File: src/design/pbe_pkg.sv
// Constants shared by the buffer ECC block and its code helpers.
// Assumes one 100 MHz clock and a 32-bit APB register bus.
package pbe_pkg;
  // ----------------------------------------------------------------
  // Code geometry
  // ----------------------------------------------------------------
  localparam int DATA_W = 32;
  localparam int PAR_W  = 6;
  localparam int CODE_W = DATA_W + PAR_W + 1;
  localparam int NBUF   = 4;
  localparam int BUF_RX  = 0;
  localparam int BUF_TX  = 1;
  localparam int BUF_P2A = 2;
  localparam int BUF_A2P = 3;
  // ----------------------------------------------------------------
  // Register map
  // ----------------------------------------------------------------
  localparam logic [7:0] OFF_CAP     = 8'h00;
  localparam logic [7:0] OFF_CAP2    = 8'h04;
  localparam logic [7:0] OFF_STAT    = 8'h08;
  localparam logic [7:0] OFF_MASK    = 8'h0c;
  localparam logic [7:0] OFF_SEC_CNT = 8'h10;
  localparam logic [7:0] OFF_DED_CNT = 8'h14;
  localparam logic [7:0] OFF_INJ     = 8'h18;
  localparam int CAP_AER_BIT  = 31;
  localparam int CAP2_GEN_BIT = 1;
  localparam int CAP2_CHK_BIT = 2;
  localparam int STAT_DED_LSB = 4;
  localparam logic [31:0] CAP_RST  = 32'h0000_0000;
  localparam logic [31:0] CAP2_RST = 32'h0000_0000;
  localparam logic [7:0]  MASK_RST = 8'h00;
  localparam logic [7:0]  INJ_RST  = 8'h00;
  localparam logic [31:0] CNT_RST  = 32'h0000_0000;
  // Code bit positions flipped by the error injector
  localparam int INJ_BIT_A = 3;
  localparam int INJ_BIT_B = 5;
  // ----------------------------------------------------------------
  // AXI responses
  // ----------------------------------------------------------------
  localparam logic [1:0] RESP_OKAY   = 2'h0;
  localparam logic [1:0] RESP_SLVERR = 2'h2;
endpackage

File: src/design/pbe_enc.sv
// Extended Hamming encoder: bit 0 overall parity, powers of two check.
// Assumes pure combinational use inside the buffer write path.
`timescale 1ns/100ps
module pbe_enc import pbe_pkg::*; #(
  parameter int DW = DATA_W,
  parameter int PW = PAR_W,
  parameter int CW = DW + PW + 1
) (
  input  wire logic [DW-1:0] data_i,  // Raw word
  output logic      [CW-1:0] code_o   // Protected word
);
  logic [CW-1:0] c;
  always_comb begin
    int j;
    logic par;
    j = 0;
    par = 1'b0;
    c = '0;
    for (int i = 1; i < CW; i++) begin
      if ((i & (i - 1)) != 0) begin
        c[i] = data_i[j];
        j++;
      end
    end
    for (int p = 0; p < PW; p++) begin
      par = 1'b0;
      for (int i = 1; i < CW; i++) begin
        if (((i >> p) & 1) == 1) par ^= c[i];
      end
      c[1 << p] = par;
    end
    c[0] = ^c[CW-1:1];
  end
  assign code_o = c;
endmodule

File: src/design/pbe_dec.sv
// Extended Hamming decoder: fixes one bit, flags two.
// Assumes the layout written by pbe_enc.
`timescale 1ns/100ps
module pbe_dec import pbe_pkg::*; #(
  parameter int DW = DATA_W,
  parameter int PW = PAR_W,
  parameter int CW = DW + PW + 1
) (
  input  wire logic [CW-1:0] code_i,    // Stored word
  output logic      [DW-1:0] data_o,    // Corrected word
  output logic               single_o,  // One bit fixed
  output logic               double_o   // Two bits, uncorrected
);
  always_comb begin
    int j;
    int syn;
    logic ovr;
    logic [CW-1:0] c;
    j = 0;
    syn = 0;
    c = code_i;
    ovr = ^code_i;
    for (int p = 0; p < PW; p++) begin
      logic par;
      par = 1'b0;
      for (int i = 1; i < CW; i++) begin
        if (((i >> p) & 1) == 1) par ^= code_i[i];
      end
      if (par) syn = syn | (1 << p);
    end
    single_o = ovr;
    double_o = !ovr && (syn != 0);
    // Flip the pointed bit; syndrome 0 means only bit 0 was hit
    if (ovr && syn > 0 && syn < CW) c[syn] = ~c[syn];
    data_o = '0;
    for (int i = 1; i < CW; i++) begin
      if ((i & (i - 1)) != 0) begin
        data_o[j] = c[i];
        j++;
      end
    end
  end
endmodule

File: src/design/pbe_top.sv
// Four ECC-protected link buffers with error effects and APB registers.
// Assumes APB master on sys_clk_i; buffer ports driven by link logic.
//
// Our own choices: the register addresses and the APB slave port.
`timescale 1ns/100ps
module pbe_top import pbe_pkg::*; #(
  parameter int DEPTH = 16,
  parameter int AW    = 4
) (
  input  wire logic                 sys_clk_i,        // Clock
  input  wire logic                 rst_i,            // Sync reset
  input  wire logic                 psel_i,           // APB select
  input  wire logic                 penable_i,        // APB enable
  input  wire logic                 pwrite_i,         // APB write
  input  wire logic [7:0]           paddr_i,          // APB address
  input  wire logic [31:0]          pwdata_i,         // APB write data
  output logic      [31:0]          prdata_o,         // APB read data
  output logic                      pready_o,         // APB ready
  output logic                      pslverr_o,        // APB error
  input  wire logic [NBUF-1:0]      buf_wr_en_i,      // Store strobe
  input  wire logic [NBUF*AW-1:0]   buf_wr_addr_i,    // Store index
  input  wire logic [NBUF*DATA_W-1:0] buf_wr_data_i,  // Store data
  input  wire logic [NBUF-1:0]      buf_rd_en_i,      // Fetch strobe
  input  wire logic [NBUF*AW-1:0]   buf_rd_addr_i,    // Fetch index
  input  wire logic                 a2p_rd_write_i,   // Fetch is write txn
  output logic [NBUF*DATA_W-1:0]    buf_rd_data_o,    // Fetched data
  output logic [NBUF-1:0]           buf_rd_valid_o,   // Fetched pulse
  output logic                      fabric_write_data_error_o, // Pulse
  output logic                      fabric_read_data_error_o,  // Pulse
  output logic                      tlp_mark_error_o, // Poison pulse
  output logic                      tlp_discard_o,    // Drop pulse
  output logic                      cpl_timeout_o,    // Timeout pulse
  output logic                      bresp_valid_o,    // Write resp pulse
  output logic [1:0]                slave_port_write_response_o, // BRESP
  output logic                      ecrc_gen_en_o,    // ECRC generate
  output logic                      ecrc_chk_en_o,    // ECRC check
  output logic                      irq_o             // Level interrupt
);
  // ----------------------------------------------------------------
  // Buffers
  // ----------------------------------------------------------------
  logic [NBUF-1:0]   dec_sec;
  logic [NBUF-1:0]   dec_ded;
  logic [NBUF-1:0]   sec_ev;
  logic [NBUF-1:0]   ded_ev;
  logic [DATA_W-1:0] rd_data_q [NBUF];
  logic [NBUF-1:0]   rd_valid_q;
  logic [7:0]        inj_q;

  for (genvar b = 0; b < NBUF; b++) begin : g_buf
    logic [CODE_W-1:0] mem [DEPTH];
    logic [CODE_W-1:0] wr_code;
    logic [CODE_W-1:0] flip;
    logic [DATA_W-1:0] fixed;
    logic [AW-1:0]     waddr;
    logic [AW-1:0]     raddr;
    assign waddr = buf_wr_addr_i[b*AW +: AW];
    assign raddr = buf_rd_addr_i[b*AW +: AW];
    pbe_enc u_enc (
      .data_i (buf_wr_data_i[b*DATA_W +: DATA_W]),
      .code_o (wr_code)
    );
    // Injector lets software prove the detection path in place
    always_comb begin
      flip = '0;
      flip[INJ_BIT_A] = inj_q[b] | inj_q[STAT_DED_LSB+b];
      flip[INJ_BIT_B] = inj_q[STAT_DED_LSB+b];
    end
    always_ff @(posedge sys_clk_i) begin
      if (buf_wr_en_i[b]) begin
        mem[waddr] <= wr_code ^ flip;
      end
    end
    pbe_dec u_dec (
      .code_i   (mem[raddr]),
      .data_o   (fixed),
      .single_o (dec_sec[b]),
      .double_o (dec_ded[b])
    );
    assign sec_ev[b] = buf_rd_en_i[b] & dec_sec[b];
    assign ded_ev[b] = buf_rd_en_i[b] & dec_ded[b];
    // Data passes on whatever the check found; errors go to side paths
    always_ff @(posedge sys_clk_i) begin
      if (rst_i) begin
        rd_data_q[b] <= '0;
      end else if (buf_rd_en_i[b]) begin
        rd_data_q[b] <= fixed;
      end
    end
    assign buf_rd_data_o[b*DATA_W +: DATA_W] = rd_data_q[b];
  end

  always_ff @(posedge sys_clk_i) begin
    if (rst_i) begin
      rd_valid_q <= '0;
    end else begin
      rd_valid_q <= buf_rd_en_i;
    end
  end
  assign buf_rd_valid_o = rd_valid_q;

  // ----------------------------------------------------------------
  // Double-error effects
  // ----------------------------------------------------------------
  logic [31:0] cap_q;
  logic [31:0] cap2_q;
  logic        ecrc_on;
  logic        p2a_err_q;
  logic        mark_q;
  logic        drop_q;
  logic        cto_q;
  logic        bv_q;
  logic [1:0]  bresp_q;

  assign ecrc_on = cap_q[CAP_AER_BIT] & cap2_q[CAP2_GEN_BIT];

  always_ff @(posedge sys_clk_i) begin
    if (rst_i) begin
      p2a_err_q <= 1'b0;
    end else begin
      p2a_err_q <= ded_ev[BUF_P2A];
    end
  end

  always_ff @(posedge sys_clk_i) begin
    if (rst_i) begin
      mark_q <= 1'b0;
      drop_q <= 1'b0;
      cto_q  <= 1'b0;
    end else begin
      mark_q <= ded_ev[BUF_A2P] & ecrc_on;
      drop_q <= ded_ev[BUF_A2P] & ~ecrc_on;
      cto_q  <= ded_ev[BUF_A2P] & ~a2p_rd_write_i;
    end
  end

  always_ff @(posedge sys_clk_i) begin
    if (rst_i) begin
      bv_q    <= 1'b0;
      bresp_q <= RESP_OKAY;
    end else begin
      bv_q <= buf_rd_en_i[BUF_A2P] & a2p_rd_write_i;
      if (buf_rd_en_i[BUF_A2P] && a2p_rd_write_i) begin
        bresp_q <= dec_ded[BUF_A2P] ? RESP_SLVERR : RESP_OKAY;
      end
    end
  end

  assign fabric_write_data_error_o   = p2a_err_q;
  assign fabric_read_data_error_o    = p2a_err_q;
  assign tlp_mark_error_o            = mark_q;
  assign tlp_discard_o               = drop_q;
  assign cpl_timeout_o               = cto_q;
  assign bresp_valid_o               = bv_q;
  assign slave_port_write_response_o = bresp_q;
  assign ecrc_gen_en_o = cap2_q[CAP2_GEN_BIT];
  assign ecrc_chk_en_o = cap2_q[CAP2_CHK_BIT];

  // ----------------------------------------------------------------
  // APB slave, one wait state so read data leaves a flop
  // ----------------------------------------------------------------
  logic        pready_q;
  logic        pslverr_q;
  logic [31:0] prdata_q;
  logic [31:0] rd_mux;
  logic        hit;
  logic        acc;
  logic        wr_stb;
  logic [7:0]  stat_q;
  logic [7:0]  mask_q;
  logic [31:0] sec_cnt_q;
  logic [31:0] ded_cnt_q;
  logic        irq_q;

  assign acc    = psel_i & penable_i;
  assign wr_stb = acc & pready_q & pwrite_i & hit;

  always_comb begin
    hit = 1'b1;
    rd_mux = '0;
    unique case (paddr_i)
      OFF_CAP:     rd_mux = cap_q;
      OFF_CAP2:    rd_mux = cap2_q;
      OFF_STAT:    rd_mux = {24'h0, stat_q};
      OFF_MASK:    rd_mux = {24'h0, mask_q};
      OFF_SEC_CNT: rd_mux = sec_cnt_q;
      OFF_DED_CNT: rd_mux = ded_cnt_q;
      OFF_INJ:     rd_mux = {24'h0, inj_q};
      default:     hit = 1'b0;
    endcase
  end

  always_ff @(posedge sys_clk_i) begin
    if (rst_i) begin
      pready_q  <= 1'b0;
      pslverr_q <= 1'b0;
      prdata_q  <= '0;
    end else begin
      pready_q <= acc & ~pready_q;
      if (acc && !pready_q) begin
        pslverr_q <= ~hit;
        prdata_q  <= pwrite_i ? 32'h0 : rd_mux;
      end else if (!acc) begin
        pslverr_q <= 1'b0;
      end
    end
  end
  assign prdata_o  = prdata_q;
  assign pready_o  = pready_q;
  assign pslverr_o = pslverr_q;

  always_ff @(posedge sys_clk_i) begin
    if (rst_i) begin
      cap_q  <= CAP_RST;
      cap2_q <= CAP2_RST;
      mask_q <= MASK_RST;
      inj_q  <= INJ_RST;
    end else if (wr_stb) begin
      if (paddr_i == OFF_CAP)  cap_q  <= pwdata_i;
      if (paddr_i == OFF_CAP2) cap2_q <= pwdata_i;
      if (paddr_i == OFF_MASK) mask_q <= pwdata_i[7:0];
      if (paddr_i == OFF_INJ)  inj_q  <= pwdata_i[7:0];
    end
  end

  // ----------------------------------------------------------------
  // Status, counters, interrupt
  // ----------------------------------------------------------------
  logic [7:0] stat_clr;
  assign stat_clr = (wr_stb && paddr_i == OFF_STAT) ? pwdata_i[7:0] : 8'h00;

  // New events beat a same-cycle write-one-to-clear
  always_ff @(posedge sys_clk_i) begin
    if (rst_i) begin
      stat_q <= 8'h00;
    end else begin
      stat_q <= (stat_q & ~stat_clr) | {ded_ev, sec_ev};
    end
  end

  // Counters wrap; software polls and takes differences
  always_ff @(posedge sys_clk_i) begin
    if (rst_i) begin
      sec_cnt_q <= CNT_RST;
      ded_cnt_q <= CNT_RST;
    end else begin
      sec_cnt_q <= sec_cnt_q + 32'($countones(sec_ev));
      ded_cnt_q <= ded_cnt_q + 32'($countones(ded_ev));
    end
  end

  always_ff @(posedge sys_clk_i) begin
    if (rst_i) begin
      irq_q <= 1'b0;
    end else begin
      irq_q <= |(stat_q & mask_q);
    end
  end
  assign irq_o = irq_q;
endmodule

File: config.mk
export PLATFORM = sky130hd
export DESIGN_NAME = pbe_top
export DESIGN_NICKNAME = d
export VERILOG_FILES = /design/src/design/pbe_pkg.sv /design/src/design/pbe_enc.sv /design/src/design/pbe_dec.sv /design/src/design/pbe_top.sv
export SDC_FILE = /design/constraint.sdc
export NUM_CORES = 2
export LEC_CHECK = 0
export BUFFER_PORTS_ARGS = -buffer_cell sky130_fd_sc_hd__buf_2
export CORE_UTILIZATION = 26
export CTS_CLUSTER_DIAMETER = 50
export CTS_CLUSTER_SIZE = 25
export DETAILED_ROUTE_END_ITERATION = 16
export GPL_ROUTABILITY_DRIVEN = 0
export SLEW_MARGIN = 20
export SYNTH_ARGS = -nofsm -noshare
export SYNTH_HDL_FRONTEND = slang
export SYNTH_SLANG_ARGS = --single-unit
File: constraint.sdc
create_clock -name sys_clk_i -period 8.25 [get_ports sys_clk_i]
set_input_delay 1.65 -clock sys_clk_i [delete_from_list [all_inputs] [get_ports sys_clk_i]]
set_output_delay 1.65 -clock sys_clk_i [all_outputs]
set_load 0.05 [all_outputs]
==> metrics <==
ratio of cells with drive above 1 in the final layout 28.3%; Die X slightly below 700 µm; clk_skew 0.0477 ns; initial core utilization a little over a quarter; Slowest cell on crit path mux4_2; CTS Buffer Depth 4; TritonCTS clock tree done; CP cell instances buf_8 -> buf_12 -> buf_12 -> mux4_2 -> mux2i_1 -> xnor2_1 -> nor2_1 -> a21oi_1 -> xnor2_1 -> xnor2_1 -> xnor3_1 -> xnor2_2 -> o311ai_4 -> buf_4 -> fa_1 -> fa_1 -> inv_1 -> a21oi_1 -> nor2b_1 -> nand2_1 -> nor2_1 -> nand4_1 -> or3_1 -> a21oi_1; Initial DRT Pass Iterations 6; critical path class in2reg; Clock transition at path regs ~0.070 ns; vias between 60000 and 70000; Tmin final roughly 7.1 ns; Peak Freq 140 MHz; Psw about 0.014 W; Post-DRT Antenna Nets 0; Synth cell types 99; post-CTS setup buffer count 0; Max Cap Viol 0; maximum resistive drop on vdd 0.000300 V; DIE HEIGHT 679 µm; Slew Limit Headroom 25.8%; unrepaired setup endpoints after global routing no; Hold/Removal Path Class reg2reg; Post-CTS Hold Fix Bufs 0; Setup TNS Final 0 ns; Post-route DRC 0; clock power share 33.5%; Seq. cell area around 83000 µm²; full die area about 460000 µm²; fraction of the yosys area taken by sequential cells 69.4%; initial DRC count 6667; FILL cells 44000; ys async rst share 0%; Multi-input gate area between 30000 and 40000 µm²; final wirelength around 340 mm; Worst-Skew Late Latency 0.93 ns; Placed Area 130000 µm²; syn_area_per_cell approximately 18 µm²; Tot GR Track Use 14.3%; initial antenna violation count 54; # IOs 391; Worst EP arrival 7.96 ns; Synth Net Count 6720; nets@finish 7317; crit-path max cell delay ~0.5 ns; Resized cells post-CTS 0; Max H-tree Level 5; actual slew at the worst max-slew pin about 1.1 ns; area grow syn2layout 17.7%; first-pass GRT wire length between 400 and 500 mm; Yosys warnings 0; Fin. Hold Viols 0; Logic pwr share between 20% and 30%; post-DR vias/cell 4.74; Crit Path Max Fanout 25; CP Launch Type input port; post-route cell area ~140000 µm²; Core Region 456000 µm²; number of max-slew violations in the final report 0; CTS Root Cell clkbuf_16; sequential share of power 40.9%; HPWL Detailed 214 mm; number of global-route vias before repair 65800; Req. time, crit path 9.07 ns; Post-synth EDFFs 2624; final hold slack approximately 0.45 ns; row cnt 248; # setup viols final 0; switching fraction of total power 32.5%; fin crit share between 80 and 90%; outcome finished clean; PortBufs 389; FF+latch count, synth around 2800; CTS sink cnt 2821; critical path endpoint category flop; Internal Pwr Total 0.0283 W; Tot Pwr 0.0419 W; GR Overflow Total 0; Num CTS Buffers 291; total power per unit cell area 298 nW/µm²; Post-Syn Area around 120000 µm²; WL/cell 25.3 µm; synthesized netlist cell count 6498; largest net degree at the start of global routing 84; Leakage about 45 nW; Synth Flop Type edfxtp_1
-- power groups by stage --
stage / Sequential (W) / Clock [W] / Combinational [W]
global placement: 0.0174 / 0 / 0.0104
finish: 0.0171 / 0.0140 / 0.0107
detailed placement: 0.0175 / 0 / 0.0105
CTS: 0.0171 / 0.0143 / 0.0106
floorplan: 0.0177 / 0 / 0.00685
global route: 0.0172 / 0.0148 / 0.0114
-- per-layer routing --
metal,track usage (%),vias to the layer above,routed length (µm)
met2,24.9,2352,172000
met5,0,-,108
met3,2.44,517,21200
met4,3.63,16,8420
met1,18.5,34000,139000
li1,-,27100,-
-- worst paths after layout --
check                            from            end  slack, ns  cells after the start
hold / removal             cap2_q[27]     cap2_q[27]       0.45                      2
setup / recovery     buf_rd_addr_i[4]  ded_cnt_q[31]       1.12                     24
hold reg to reg            cap2_q[27]     cap2_q[27]       0.45                      2
setup reg to reg  g_buf[1].mem[15][5]  ded_cnt_q[31]       2.17                     19
-- cells in the final DEF (no fill, tap or decap), drive strengths merged, types with 19 or more instances in the layout --
cell and count:
edfxtp 2624, mux4 712, buf 624, xnor2 487
nand2 407, clkbuf 307, nor2 255, mux2i 252
xor2 215, dfxtp 197, a21oi 164, inv 150
nand3 113, a22oi 105, o21ai 91, clkinv 77
o31ai 57, nor3 46, nor2b 42, nand2b 38
mux2 36, o211ai 35, diode 33, a211oi 26
or3 25, clkinvlp 22, bufinv 21, xnor3 20
and3 19
-- cell type report --
| class | instances | share of cell area (%) |
|---|---|---|
| multi-input cells | 3316 | 25.0 |
| clock buffers | 305 | 5.31 |
| inverters | 39 | 0.104 |
| diodes | 33 | 0.0588 |
| repair buffers | 626 | 3.00 |
| clock inverters | 231 | 2.09 |
| flip-flops and latches | 2821 | 59.0 |
| well taps | 6125 | 5.46 |
-- through the flow --
stage               setup slack [ns]  instances  util (%)
finish                          1.12      13500      30.7
global route                   0.713      13500      30.7
CTS                             1.12      13500      30.7
detailed placement             0.169      12900      28.4
global placement               0.139      12900      28.4
floorplan                      0.530       6498         -
-- Yosys cell counts (19+ instances only) --
library cell  instances  area [µm²]
buf_4                51         383
mux4_2              712       16000
buf_1                25        93.8
nand2_1             405        1520
buf_6                38         428
nand3_1             112         561
nor2_1              253         950
and3_1               19         119
o21ai_1              20         100
a22oi_1             104         781
nor3_1               44         220
xnor3_1              19         428
or3_1                25         156
dfxtp_1             197        3940
mux2_2               34         383
o21ai_0              70         350
clkbuf_1            107         402
nand2b_1             37         231
o31ai_1              33         248
edfxtp_1           2624       78800
a21oi_1             164         821
xor2_1              215        1880
a211oi_1             25         188
o211ai_1             33         248
nor2b_1              42         263
buf_2                89         445
xnor2_2              19         309
xnor2_1             468        4100
mux2i_1             246        2460
o31ai_2              24         300
inv_1                35         131
-- logic make-up (layout without fill, tap and decap cells) --
kind of cell	count (synthesis)	count (layout)	synth area share (%)
compound gates	568	568	3.25
other cells	1	34	0.00314
simple gates	1013	1013	3.85
flops	2821	2821	69.4
fa+ha+maj	8	8	0.122
buf+inv	361	1201	1.73
xor+xnor	726	726	5.73
mux	1000	1000	15.9
-- flip-flops by register name (all words and copies together) (netlist names), 32 cells and up --
name,cells
cap_q,32
rd_data_q,128
ded_cnt_q,32
sec_cnt_q,32
prdata_o,32
g_buf.mem,2496
cap2_q,32
-- worst max-delay path, delay by kind of cell --
| kind | cells | cell delay, ns |
|---|---|---|
| xor gates and xnor gates | 5 | 1.65 |
| buffers and inverters | 5 | 1.12 |
| and+or+nand+nor | 6 | 1.11 |
| adders and majority gates | 2 | 0.89 |
| AOI/OAI and AO/OA | 4 | 0.69 |
| muxes | 2 | 0.74 |
Note: power is estimated with default switching activity, not from simulation.
